## config.mk

```make
export PLATFORM = sky130hd
export DESIGN_NAME = ssc_core
export DESIGN_NICKNAME = d
export VERILOG_FILES = /design/src/common/ssc_pkg.sv /design/src/core/ssc_sync.sv /design/src/core/ssc_fifo.sv /design/src/core/ssc_core.sv
export SDC_FILE = /design/constraint.sdc
export NUM_CORES = 1
export LEC_CHECK = 0
export BUFFER_PORTS_ARGS = -buffer_cell sky130_fd_sc_hd__buf_2
export CORE_MARGIN = 3
export CORE_UTILIZATION = 45
export CTS_BUF_LIST = sky130_fd_sc_hd__clkbuf_2 sky130_fd_sc_hd__clkbuf_4 sky130_fd_sc_hd__clkbuf_8
export CTS_CLUSTER_SIZE = 40
export DETAILED_ROUTE_END_ITERATION = 10
export GPL_TIMING_DRIVEN = 0
export PLACE_DENSITY_LB_ADDON = 0.08
export SYNTH_ARGS = -nofsm -noshare
export SYNTH_HDL_FRONTEND = slang
export SYNTH_SLANG_ARGS = --single-unit
```

## constraint.sdc

```tcl
create_clock -name pclk -period 5 [get_ports pclk]
set_clock_uncertainty 0.15 [all_clocks]
set_input_delay 0.5 -clock pclk [delete_from_list [all_inputs] [get_ports pclk]]
set_output_delay 0.5 -clock pclk [all_outputs]
set_load 0.05 [all_outputs]
```

## src/common/ssc_pkg.sv

```systemverilog
// Package: register map, field layout and timing constants of the serial channel
`default_nettype none
package ssc_pkg;
  // ==========================================================
  // Register indices (byte address = 4 * index)
  localparam logic [15:0] SMCC_IDX = 16'hFFA0; // Mode and clock control
  localparam logic [15:0] SSS_IDX  = 16'hFFA1; // Status and start
  localparam logic [15:0] SDU_IDX  = 16'hFFA2; // Shift data upper
  localparam logic [15:0] SDL_IDX  = 16'hFFA3; // Shift data lower
  localparam logic [15:0] RXF_IDX  = 16'hFFA4; // Received word queue
  localparam int unsigned ADDR_W   = 18;       // APB address width
  // ==========================================================
  // Reset values
  localparam logic [7:0]  SMCC_RST = 8'h00;
  localparam logic [7:0]  SSS_RST  = 8'h80;
  localparam logic [7:0]  SDR_RST  = 8'h00;
  // ==========================================================
  // Field positions
  localparam int unsigned CSS_BIT  = 3;        // Clock source select
  localparam int unsigned LVL_BIT  = 6;        // Data out idle level
  localparam int unsigned OVR_BIT  = 5;        // Overrun flag
  localparam int unsigned RSV1_BIT = 1;        // Reserved, stored
  localparam int unsigned GO_BIT   = 0;        // Start flag
  localparam int unsigned RXV_BIT  = 16;       // Queue not empty
  localparam int unsigned RXF_BIT  = 17;       // Queue full
  // ==========================================================
  // Operation modes
  typedef enum logic [1:0] {
    SSC_M8   = 2'b00,
    SSC_M16  = 2'b01,
    SSC_MCON = 2'b10,
    SSC_MRSV = 2'b11
  } ssc_mode_t;
  // Transfer states
  typedef enum logic {SSC_IDLE, SSC_SHIFT} ssc_state_t;
  // ==========================================================
  // Half serial period in pclk cycles, per prescale code
  localparam logic [9:0]  HALF_TBL [8] = '{10'h200, 10'h080, 10'h020, 10'h010,
                                           10'h008, 10'h004, 10'h002, 10'h001};
  localparam logic [3:0]  LEN8_M1  = 4'h7;     // Last bit index, 8-bit
  localparam logic [3:0]  LEN16_M1 = 4'hF;     // Last bit index, 16-bit
  localparam int unsigned FIFO_W   = 16;
  localparam int unsigned FIFO_D   = 8;
endpackage
`default_nettype wire

```

## src/core/ssc_sync.sv

```systemverilog
// Two-flop synchroniser for pin inputs
`default_nettype none
module ssc_sync #(
  parameter int unsigned W = 1
) (
  input  wire logic         pclk,
  input  wire logic         presetn,
  input  wire logic [W-1:0] d_in,
  output logic      [W-1:0] d_out
);
  // ==========================================================
  // Stage one is read by stage two only
  logic [W-1:0] meta_ff; // First stage
  always_ff @(posedge pclk or negedge presetn) begin
    if (!presetn) begin
      meta_ff <= '0;
      d_out   <= '0;
    end else begin
      meta_ff <= d_in;
      d_out   <= meta_ff;
    end
  end
endmodule
`default_nettype wire

```

## src/core/ssc_fifo.sv

```systemverilog
// Received-word queue with valid/ready on both sides
`default_nettype none
module ssc_fifo #(
  parameter int unsigned W = 16,
  parameter int unsigned D = 8
) (
  input  wire logic         pclk,
  input  wire logic         presetn,
  input  wire logic         in_valid,
  output logic              in_ready,
  input  wire logic [W-1:0] in_data,
  output logic              out_valid,
  input  wire logic         out_ready,
  output logic      [W-1:0] out_data
);
  localparam int unsigned AW = $clog2(D);
  // ==========================================================
  // Storage and pointers
  logic [W-1:0]  mem [D];      // Word store
  logic [AW-1:0] wp_ff;        // Write pointer
  logic [AW-1:0] rp_ff;        // Read pointer
  logic [AW:0]   cnt_ff;       // Words held
  logic          push;
  logic          pop;
  // Room while fewer than D words are held; an empty queue always accepts
  assign in_ready  = (cnt_ff < (AW+1)'(D));
  assign out_valid = (cnt_ff != '0);
  assign out_data  = mem[rp_ff];
  assign push      = in_valid & in_ready;
  assign pop       = out_valid & out_ready;
  // Pointers wrap at the power-of-two depth
  always_ff @(posedge pclk or negedge presetn) begin
    if (!presetn) begin
      wp_ff  <= '0;
      rp_ff  <= '0;
      cnt_ff <= '0;
    end else begin
      wp_ff  <= push ? wp_ff + 1'b1 : wp_ff;
      rp_ff  <= pop ? rp_ff + 1'b1 : rp_ff;
      cnt_ff <= cnt_ff + (AW+1)'(push) - (AW+1)'(pop);
    end
  end
  // Data array has no reset; out_data shows mem[rp_ff] even while the queue is empty
  always_ff @(posedge pclk) begin
    if (push) begin
      mem[wp_ff] <= in_data;
    end
  end
endmodule
`default_nettype wire

```

## src/core/ssc_core.sv

```systemverilog
// Clocked synchronous serial channel, 8/16-bit, with APB register slave
//
// Added by the designer: the APB slave port.
`default_nettype none
module ssc_core
  import ssc_pkg::*;
(
  input  wire logic              pclk,
  input  wire logic              presetn,
  input  wire logic              psel,
  input  wire logic              penable,
  input  wire logic              pwrite,
  input  wire logic [ADDR_W-1:0] paddr,
  input  wire logic [31:0]       pwdata,
  output logic      [31:0]       prdata,
  output logic                   pready,
  output logic                   pslverr,
  input  wire logic              sck_i,
  output logic                   sck_o,
  output logic                   sck_oe,
  input  wire logic              si_i,
  output logic                   so_o,
  output logic                   irq_done
);
  // ==========================================================
  // State registers
  logic [7:0]  scr_ff, nxt_scr;         // Mode and clock control
  ssc_state_t  state_ff, nxt_state;     // Transfer state
  logic [7:0]  upper_ff, nxt_upper;     // Shift data upper
  logic [7:0]  lower_ff, nxt_lower;     // Shift data lower
  logic        so_ff, nxt_so;           // Data out pin level
  logic        sck_ff, nxt_sck;         // Clock out level
  logic        oe_ff, nxt_oe;           // Clock pin drive enable
  logic [9:0]  hc_ff, nxt_hc;           // Half-period counter
  logic [3:0]  cnt_ff, nxt_cnt;         // Bits done
  logic        ovr_ff, nxt_ovr;         // Overrun flag
  logic        armed_ff, nxt_armed;     // Overrun seen as one
  logic        rsv1_ff, nxt_rsv1;       // Reserved status bit
  logic        dseen_ff, nxt_dseen;     // A transfer has completed
  logic        irq_ff, nxt_irq;         // Completion pulse
  logic        ckprev_ff, nxt_ckprev;   // Synced clock, last cycle
  logic [31:0] prd_ff, nxt_prd;         // Read data
  logic        rdy_ff, nxt_rdy;         // APB ready
  logic        err_ff, nxt_err;         // APB error
  // ==========================================================
  // Decoded terms
  logic        sck_s, si_s;             // Synchronised pins
  logic        acc, wr, rd, busy, css, m16, tick, run_int;
  logic        rise, fall, ext_rise, last, abort, start;
  logic        h_scr, h_sss, h_sdu, h_sdl, h_rxf;
  logic [9:0]  half;
  logic [3:0]  len_m1;
  logic [1:0]  mode;
  logic        fifo_push, fifo_rdy, fifo_val, fifo_pop;
  logic [15:0] fifo_dout;

  // Pin inputs cross into pclk through two flops
  ssc_sync #(.W(2)) u_sync (
    .pclk    (pclk),
    .presetn (presetn),
    .d_in    ({sck_i, si_i}),
    .d_out   ({sck_s, si_s})
  );

  // Completed words queue up; a full queue refuses new starts.
  // The word is taken from the next values so that the last bit is in it.
  ssc_fifo #(.W(FIFO_W), .D(FIFO_D)) u_fifo (
    .pclk      (pclk),
    .presetn   (presetn),
    .in_valid  (fifo_push),
    .in_ready  (fifo_rdy),
    .in_data   ({nxt_upper, nxt_lower}),
    .out_valid (fifo_val),
    .out_ready (fifo_pop),
    .out_data  (fifo_dout)
  );

  // ==========================================================
  // Bus and clock decode
  always_comb begin
    acc      = psel & penable & ~rdy_ff;
    wr       = psel & penable & rdy_ff & pwrite;
    rd       = psel & penable & rdy_ff & ~pwrite;
    h_scr    = (paddr == {SMCC_IDX, 2'b00});
    h_sss    = (paddr == {SSS_IDX, 2'b00});
    h_sdu    = (paddr == {SDU_IDX, 2'b00});
    h_sdl    = (paddr == {SDL_IDX, 2'b00});
    h_rxf    = (paddr == {RXF_IDX, 2'b00});
    busy     = (state_ff == SSC_SHIFT);
    css      = scr_ff[CSS_BIT];
    mode     = scr_ff[7:6];
    m16      = (mode == SSC_M16);
    len_m1   = m16 ? LEN16_M1 : LEN8_M1;
    half     = HALF_TBL[scr_ff[2:0]];
    tick     = (hc_ff == half - 10'h001);
    run_int  = ~css & (busy | (mode == SSC_MCON));
    ext_rise = sck_s & ~ckprev_ff;
    rise     = css ? ext_rise : (run_int & tick & ~sck_ff);
    fall     = css ? (~sck_s & ckprev_ff) : (run_int & tick & sck_ff);
    last     = busy & rise & (cnt_ff == len_m1);
    abort    = wr & h_scr;
    // Mode codes 1x never start: continuous clock and the reserved code
    start    = wr & h_sss & pwdata[GO_BIT] & ~busy & ~mode[1] & fifo_rdy;
    fifo_push = last & ~abort;
    fifo_pop  = rd & h_rxf & fifo_val;
  end

  // ==========================================================
  // Next-state logic for the whole channel
  always_comb begin
    nxt_scr    = scr_ff;
    nxt_state  = state_ff;
    nxt_upper  = upper_ff;
    nxt_lower  = lower_ff;
    nxt_so     = so_ff;
    nxt_sck    = 1'b1;
    nxt_hc     = 10'h000;
    nxt_cnt    = cnt_ff;
    nxt_ovr    = ovr_ff;
    nxt_armed  = armed_ff;
    nxt_rsv1   = rsv1_ff;
    nxt_dseen  = dseen_ff;
    nxt_irq    = 1'b0;
    nxt_ckprev = sck_s;
    nxt_oe     = ~css;
    nxt_rdy    = acc;
    nxt_err    = acc & ~(h_scr | h_sss | h_sdu | h_sdl | h_rxf);
    nxt_prd    = prd_ff;
    // Prescaler; clock idles high when stopped
    if (run_int) begin
      nxt_hc  = tick ? 10'h000 : hc_ff + 10'h001;
      nxt_sck = tick ? ~sck_ff : sck_ff;
    end
    // Drive out on falling edge, sample in on rising edge
    if (busy & fall) begin
      nxt_so = lower_ff[0];
    end
    if (busy & rise) begin
      if (m16) begin
        nxt_upper = {si_s, upper_ff[7:1]};
        nxt_lower = {upper_ff[0], lower_ff[7:1]};
      end else begin
        nxt_lower = {si_s, lower_ff[7:1]};
      end
      nxt_cnt = cnt_ff + 4'h1;
    end
    // Last rising edge ends the transfer and stops the clock
    if (last) begin
      nxt_state = SSC_IDLE;
      nxt_irq   = 1'b1;
      nxt_dseen = 1'b1;
    end
    // Read data is captured in the first access cycle
    if (acc & ~pwrite) begin
      nxt_prd = 32'h0000_0000;
      if (h_scr) begin
        nxt_prd[7:0] = scr_ff;
      end else if (h_sss) begin
        nxt_prd[7:0] = {1'b1, so_ff, ovr_ff, 3'b000, rsv1_ff, busy};
      end else if (h_sdu) begin
        nxt_prd[7:0] = upper_ff;
      end else if (h_sdl) begin
        nxt_prd[7:0] = lower_ff;
      end else if (h_rxf) begin
        nxt_prd[15:0]    = fifo_dout;
        nxt_prd[RXV_BIT] = fifo_val;
        nxt_prd[RXF_BIT] = ~fifo_rdy;
      end
    end
    // Reading overrun as one arms its clear
    if (rd & h_sss & ovr_ff) begin
      nxt_armed = 1'b1;
    end
    // Control write resets the channel state mid-transfer
    if (abort) begin
      nxt_scr   = pwdata[7:0];
      nxt_state = SSC_IDLE;
      nxt_cnt   = 4'h0;
      nxt_hc    = 10'h000;
      nxt_sck   = 1'b1;
      nxt_irq   = 1'b0;
    end
    // Data and level writes are ignored mid-transfer to protect the chain
    if (wr & h_sss & ~busy) begin
      nxt_so   = pwdata[LVL_BIT];
      nxt_rsv1 = pwdata[RSV1_BIT];
    end
    if (wr & h_sss & ~pwdata[OVR_BIT] & armed_ff) begin
      nxt_ovr   = 1'b0;
      nxt_armed = 1'b0;
    end
    if (wr & h_sdu & ~busy) begin
      nxt_upper = pwdata[7:0];
    end
    if (wr & h_sdl & ~busy) begin
      nxt_lower = pwdata[7:0];
    end
    if (start) begin
      nxt_state = SSC_SHIFT;
      nxt_cnt   = 4'h0;
      nxt_hc    = 10'h000;
      nxt_sck   = 1'b1;
    end
    // Overrun set comes last so it beats a same-cycle clear
    if (css & ~busy & dseen_ff & ext_rise) begin
      nxt_ovr = 1'b1;
    end
  end

  // ==========================================================
  // Registers
  always_ff @(posedge pclk or negedge presetn) begin
    if (!presetn) begin
      scr_ff    <= SMCC_RST;
      state_ff  <= SSC_IDLE;
      upper_ff  <= SDR_RST;
      lower_ff  <= SDR_RST;
      so_ff     <= SSS_RST[LVL_BIT];
      sck_ff    <= 1'b1;
      oe_ff     <= 1'b1;
      hc_ff     <= 10'h000;
      cnt_ff    <= 4'h0;
      ovr_ff    <= SSS_RST[OVR_BIT];
      armed_ff  <= 1'b0;
      rsv1_ff   <= SSS_RST[RSV1_BIT];
      dseen_ff  <= 1'b0;
      irq_ff    <= 1'b0;
      ckprev_ff <= 1'b0;
      prd_ff    <= 32'h0000_0000;
      rdy_ff    <= 1'b0;
      err_ff    <= 1'b0;
    end else begin
      scr_ff    <= nxt_scr;
      state_ff  <= nxt_state;
      upper_ff  <= nxt_upper;
      lower_ff  <= nxt_lower;
      so_ff     <= nxt_so;
      sck_ff    <= nxt_sck;
      oe_ff     <= nxt_oe;
      hc_ff     <= nxt_hc;
      cnt_ff    <= nxt_cnt;
      ovr_ff    <= nxt_ovr;
      armed_ff  <= nxt_armed;
      rsv1_ff   <= nxt_rsv1;
      dseen_ff  <= nxt_dseen;
      irq_ff    <= nxt_irq;
      ckprev_ff <= nxt_ckprev;
      prd_ff    <= nxt_prd;
      rdy_ff    <= nxt_rdy;
      err_ff    <= nxt_err;
    end
  end

  // Outputs: serial clock and its enable, data out, completion pulse, APB response
  assign sck_o    = sck_ff;
  assign sck_oe   = oe_ff;
  assign so_o     = so_ff;
  assign irq_done = irq_ff;
  assign prdata   = prd_ff;
  assign pready   = rdy_ff;
  assign pslverr  = err_ff;

  localparam int CONT_MAX = 520;
  logic [4:0] hlp_rises_ff;  // Rising clock edges in this transfer
  always_ff @(posedge pclk or negedge presetn) begin
    if (!presetn) begin
      hlp_rises_ff <= 5'h00;
    end else if (start) begin
      hlp_rises_ff <= 5'h00;
    end else if (busy & rise) begin
      hlp_rises_ff <= hlp_rises_ff + 5'h01;
    end
  end
endmodule
`default_nettype wire

```

-- Word level (Yosys, flattened, before mapping)
Memory sizes are Yosys's and may differ from the RTL's.
Index checks and enable logic that the tools add are counted.
- memories kept: 2
- bits in read-only memories: 80
- register bits after elaboration: 82
- logic and storage cells: 151
- output and inout bits: 38
- bits of input ports: 57
- bits in writable memories: 128
- memory list (name ; words ; width ; rd ports ; clocked after Yosys merged registers in ; write ports ; line ; source):
    u_fifo.mem ; 8 ; 16 ; 1 ; 0 ; 1 ; ssc_fifo.sv:19 ; logic [W-1:0] mem [D];
    (no name shown) ; 8 ; 10 ; 1 ; 0 ; 0 ; ssc_core.sv:94 ; half = HALF_TBL[scr_ff[2:0]];
- $lt $le $gt $ge: 2
- equal/unequal tests: 10
- bitwise gates (word level): 57
- reduce and logical (&&, ||, !) cells: 6
- mux-type cells: 44
- $add $sub $neg: 7
- operators with widths (kind ; number):
    $mux W10 ; 10
    $eq A18 B18 Y1 const B ; 5
    $mux W8 ; 10
    $and A1 B1 Y1 ; 39
    $mux W1 ; 19
    $mux W18 ; 1
    $mux W4 ; 4
    $not A1 Y1 ; 12
    $add A10 B1 Y10 const B ; 1
    $eq A10 B10 Y1 ; 1
    $sub A10 B1 Y10 const B ; 1
    $add A3 B1 Y3 const B ; 2
    $reduce_bool A2 Y1 ; 3
    $reduce_bool A3 Y1 ; 2
    $or A1 B1 Y1 ; 5
    $add A4 B1 Y4 ; 1
    $add A4 B1 Y4 const B ; 1
    $eq A4 B4 Y1 ; 1
    $ge A4 B4 Y1 const B ; 1
    $lt A4 B4 Y1 const B ; 1
    $ne A4 B2 Y1 const B ; 1
    $not A3 Y4 ; 1
    $reduce_bool A4 Y1 ; 1
    $sub A4 B1 Y4 ; 1
    2 further kinds ; 2

-- Depth between registers and ports, before layout
- depth after elaboration: 15
- gate-level depth with buffers: 14
- mapped depth without buffers: 12

-- By module
From an unflattened synthesis, not the netlist that was laid out.
- cells, all modules: 637
- area, all modules: 9370.2 µm²
- modules (own cells, without submodules) (module ; times used ; seq. area each (µm²) ; cells an instance ; area each (µm²)):
    ssc_fifo ; 1 ; 4093.9 ; 239 ; 5467.7
    ssc_core ; 1 ; 1704.1 ; 394 ; 3802.4
    ssc_sync ; 1 ; 100.1 ; 4 ; 100.1

-- Worst setup path before layout
OpenSTA, ideal clock, no wires.
- kind: register -> register
- start point: reg scr_ff[0]
- end point: mem u_fifo.mem[0][0] (enable)
- path slack: 0.306 ns
- cell stages (with the launch flop): 11
- path buffers: 1
- clock period less this slack: 4.694 ns
- library setup time: 0.436 ns
- data arrival time: 4.108 ns
- required time: 4.414 ns
- path through: dfrtp_1 -> buf_2 -> nand3b_1 -> ha_1 -> xnor2_1 -> a2111oi_4 -> nand4b_2 -> a2111oi_4 -> o21a_4 -> nand3b_2 -> nor4b_1
- word-level cells in the longest chain between the ends: 15
- ends and longest elaborated chain (element ; line ; source):
    start: declaration ; ssc_core.sv:27 ; logic [7:0] scr_ff, nxt_scr;
    start signal: assignment ; ssc_core.sv:233 ; scr_ff <= nxt_scr;
    $not A3 Y4 (implied by the code) ; ssc_core.sv:94 ;
    $mem_v2 Z8 W10 ; -- ;
    $mux W10 (implied by the code) (2 in a row) ; ssc_core.sv:94 ;
    $sub A10 B1 Y10 ; ssc_core.sv:95 ; tick = (hc_ff == half - 10'h001);
    $eq A10 B10 Y1 ; ssc_core.sv:95 ;
    $and A1 B1 Y1 (2 in a row) ; ssc_core.sv:98 ; rise = css ? ext_rise : (run_int & tick & ~sck_ff);
    $mux W1 ; ssc_core.sv:98 ;
    $and A1 B1 Y1 ; -- ;
    $and A1 B1 Y1 ; ssc_core.sv:100 ; last = busy & rise & (cnt_ff == len_m1);
    $and A1 B1 Y1 ; ssc_core.sv:104 ; fifo_push = last & ~abort;
    $and A1 B1 Y1 ; ssc_fifo.sv:29 ; assign push = in_valid & in_ready;
    $mux W1 ; ssc_fifo.sv:45 ; if (push) begin
    $mux W1 (implied by the code) ; ssc_fifo.sv:46 ; mem[wp_ff] <= in_data;
    end: declaration ; ssc_fifo.sv:19 ;
No other way between the ends. The select of a mux whose other input is x is not followed.

-- Worst setup path after layout
- start point: reg scr_ff[2]
- end point: mem u_fifo.mem[0][10] (enable)
Same word-level chain as after synthesis.

==> impl_metrics.py <==
metrics = {
    "global_routing": {
        "grt-ovfl-total": 0,
        "grt_max_degree": 70,
        "grt_pass1_vias": 5881,
        "antenna_found_initial": 0,
        "grtUsageTotal_pct": 20.1,
        "grt_pass1_wl_mm": 34.1,
    },
    "worst_setup_path": {
        "cp.depth": 12,
        "cp.required_ns": 5.08,
        "cp.arrival_ns": 4.59,
        "cp-start-kind": "flop",
        "r2r-start": "scr_ff[2]",
        "crit_buf_inv": 3,
        "reg2reg_to": "u_fifo.mem[0][10]",
        "slowest_delay_ns": 0.81,
        "worstSetupEndpoint": "u_fifo.mem[0][10]",
        "cp_slowest_cell": "nor4b_2",
        "r2r_slack_ns": 0.49,
        "setup.worst_path.class": "reg2reg",
        "crit_path_start": "scr_ff[2]",
        "cp-end-kind": "flop",
        "critPathTopFamily": "simple AND/OR/NAND/NOR gates",
        "path_cells": "buf_2 > nand3b_1 > ha_1 > xnor2_1 > a2111oi_4 > nand4b_2 > a2111oi_4 > o21a_4 > nand3b_2 > nor4b_2 > buf_4 > buf_4",
        "reg2reg_depth": 12,
        "path_max_fanout": 10,
    },
    "pwr": {
        "p_leak_nw": 4.43,
        "vdd_drop_max_uv": 197,
        "p_per_area_nw_per_um2": 323,
    },
    "yosys": {
        "synth_edf_count": 128,
        "synth_warnings": 0,
        "synth_most_common_cell": "edfxtp_1",
        "yosys.area.top_type": "edfxtp_1",
        "synth.avg_cell_area_um2": 14.5,
        "netlist_area_um2": 9250,
        "netlist.area_leader.share_pct": 41.6,
        "synthTopCellsByArea": "edfxtp_1 (42%), dfrtp_1 (22%), mux4_2 (7.8%), mux2i_1 (3.4%), nor2_1 (2.1%)",
        "syn_inst": 639,
        "synthTopCellsByCount": "edfxtp_1 (128), dfrtp_1 (80), nor2_1 (52), nand2_1 (40), mux4_2 (32)",
        "async_reset_ff_share_pct": 39.0,
        "synth_top_flop_cell": "edfxtp_1",
        "synth-seq-cells": 210,
        "ys_types": 71,
        "ys_seq_area_share_pct": 63.8,
    },
    "detailed_routing": {
        "viasPerCell": 5.44,
        "drt-total-wl_mm": 21.6,
        "ant_nets": 0,
        "routed-via-count": 5729,
        "drc_errors": 0,
        "drtIter0Drc": 394,
        "drt_first_pass_iters": 5,
        "post_drt_wl_per_cell_um": 20.5,
    },
    "final_layout": {
        "n_antenna_cell": 0,
        "nets": 829,
        "area_growth_pct": 17.1,
        "drive_gt1_share_pct": 29.3,
        "num-fill-cells": 1669,
        "post-route-util_pct": 54.6,
    },
    "timing": {
        "rsz0062_at_grt": "no",
        "fin_crit_sh_pct": 90.3,
        "setup_viol": 0,
        "worst_pin_slew_ns": 1.15,
        "fmax_mhz": 222,
        "relSlewSlack_pct": 22.5,
        "fin_crit_ns": 4.51,
        "whs_ns": 0.132,
        "drv_slew": 0,
        "hold_viol": 0,
    },
    "placed_design": {
        "port_buffers": 54,
        "dpl.hpwl_mm": 15.4,
        "gp_congestion": 0.921,
    },
    "clock_tree": {
        "ctsResizeCount": 0,
        "cts_sinks": 210,
        "cts_made_buffers": 37,
        "ctsHtreeMaxLevel": 2,
        "cts.clk_slew.worst_paths_ns": 0.06,
        "tritoncts": "yes",
        "clock-root-buffer": "clkbuf_8",
        "clk_latency_ns": 0.53,
        "clk_path_buf_depth": 3,
    },
    "job": {
        "max_cap_viol_count": 0,
    },
    "floorplan": {
        "start_util_pct": 46.6,
        "die_w_um": 149,
        "die_h_um": 149,
        "dieArea_um2": 22300,
        "ioPinCount": 95,
        "core_area_um2": 19800,
        "rows": 51,
    },
    "worst_hold_path": {
        "hp-class": "in2reg",
        "hp-start": "pwrite",
    },
    "outcome": {
        "status": "finished, final reports clean",
    },
}
## worst min-delay path by stage
stage,end,cells after the start
global route,armed_ff,2
global placement,u_sync.d_out[0],0
detailed placement,u_sync.d_out[0],0
CTS,armed_ff,2
floorplan,armed_ff,0
finish,armed_ff,2
## worst reg2reg max path, cell delays in order, from the launching register on
cell       delay (ns)
dfrtp_1          0.39
buf_2            0.25
nand3b_1         0.10
ha_1             0.30
xnor2_1          0.16
a2111oi_4        0.38
nand4b_2         0.19
a2111oi_4        0.57
o21a_4           0.27
nand3b_2         0.16
nor4b_2          0.81
buf_4            0.32
buf_4            0.20
## registers in the layout (all words and copies together), names as in the netlist, 4 cells and up
| register | cells |
|---|---|
| cnt_ff | 4 |
| hc_ff | 10 |
| lower_ff | 8 |
| prdata | 18 |
| scr_ff | 8 |
| u_fifo.cnt_ff | 4 |
| u_fifo.mem | 128 |
| upper_ff | 8 |
## what timing repair did
item,in CTS,in global routing
hold endpoints to repair,15,0
buffers inserted,0,0
hold buffers,3,0
## cell families (layout without fill, tap and decap cells)
| family | after synthesis | after routing | synth area share (%) |
|---|---|---|---|
| flops | 210 | 210 | 63.8 |
| mux | 78 | 78 | 13.0 |
| simple gates | 180 | 180 | 10.2 |
| buf+inv | 57 | 194 | 3.07 |
| xor+xnor | 24 | 24 | 2.27 |
| compound gates | 78 | 78 | 6.08 |
| fa+ha+maj | 11 | 11 | 1.57 |
| other cells | 1 | 14 | 0.0406 |
## power breakdown
| part | switching (mW) | internal (mW) |
|---|---|---|
| clock network | 0.695 | 0.819 |
| logic | 0.105 | 0.0357 |
| registers | 0.00672 | 1.84 |
| total | 0.807 | 2.69 |
## routing by layer
layer | vias to the layer above | routed length [um] | GRT usage [%]
met4 | 0 | 370 | 5.54
li1 | 2629 | - | -
met2 | 180 | 10500 | 32.5
met3 | 30 | 1330 | 4.19
met5 | - | 0 | 0
met1 | 2890 | 9360 | 28.0
## through the flow
stage | area (um^2) | worst slack (ns) | instances | setup TNS [ns] | power, mW
2_1_floorplan | 9290 | 0.306 | 652 | 0 | 1.97
3_3_place_gp | 9900 | -1.87 | 971 | -78.50 | 2.01
3_5_place_dp | 10100 | 0.465 | 984 | 0 | 2.02
4_1_cts | 10800 | 0.450 | 1054 | 0 | 3.54
5_1_grt | 10800 | 0.285 | 1054 | 0 | 3.64
6_report | 10800 | 0.486 | 1054 | 0 | 3.50
## layout make-up
cell class / instances / area [um^2] / area share, %
multi-input combinational: 385 / 3140 / 29.0
clock inverter: 15 / 78.8 / 0.728
sequential: 210 / 5900 / 54.5
inverter: 16 / 60.1 / 0.555
clock buffer: 52 / 628 / 5.80
tap: 265 / 332 / 3.06
buffer: 41 / 224 / 2.07
timing repair buffer: 70 / 462 / 4.26
## layout by cell type (no fill, tap or decap), types with 4 or more instances in the layout
cell type / synthesis / routed
edfxtp_1: 128 / 128
dfrtp_1: 80 / 80
buf_2: 7 / 60
nor2_1: 52 / 48
nand2_1: 40 / 40
clkbuf_8: 0 / 38
mux4_2: 32 / 32
mux2i_1: 31 / 31
a21oi_1: 24 / 24
buf_4: 14 / 20
nand3_1: 19 / 19
o21ai_0: 17 / 17
inv_1: 16 / 16
clkbuf_1: 15 / 15
xnor2_1: 15 / 15
mux2_2: 14 / 14
conb_1: 1 / 14
clkbuf_4: 0 / 14
ha_1: 10 / 10
xor2_1: 9 / 9
nand2b_1: 8 / 8
clkinv_2: 0 / 7
nand3b_1: 6 / 6
nor3_1: 8 / 6
o22ai_1: 6 / 6
and3_1: 5 / 5
nor2b_1: 5 / 5
a221oi_1: 5 / 5
clkinv_1: 0 / 5
nand4_1: 4 / 4
or2_2: 4 / 4
buf_6: 1 / 4
nor4_1: 4 / 4
nor2_2: 0 / 4
buf_8: 0 / 4
No activity file was read; power rests on OpenSTA's default activity.
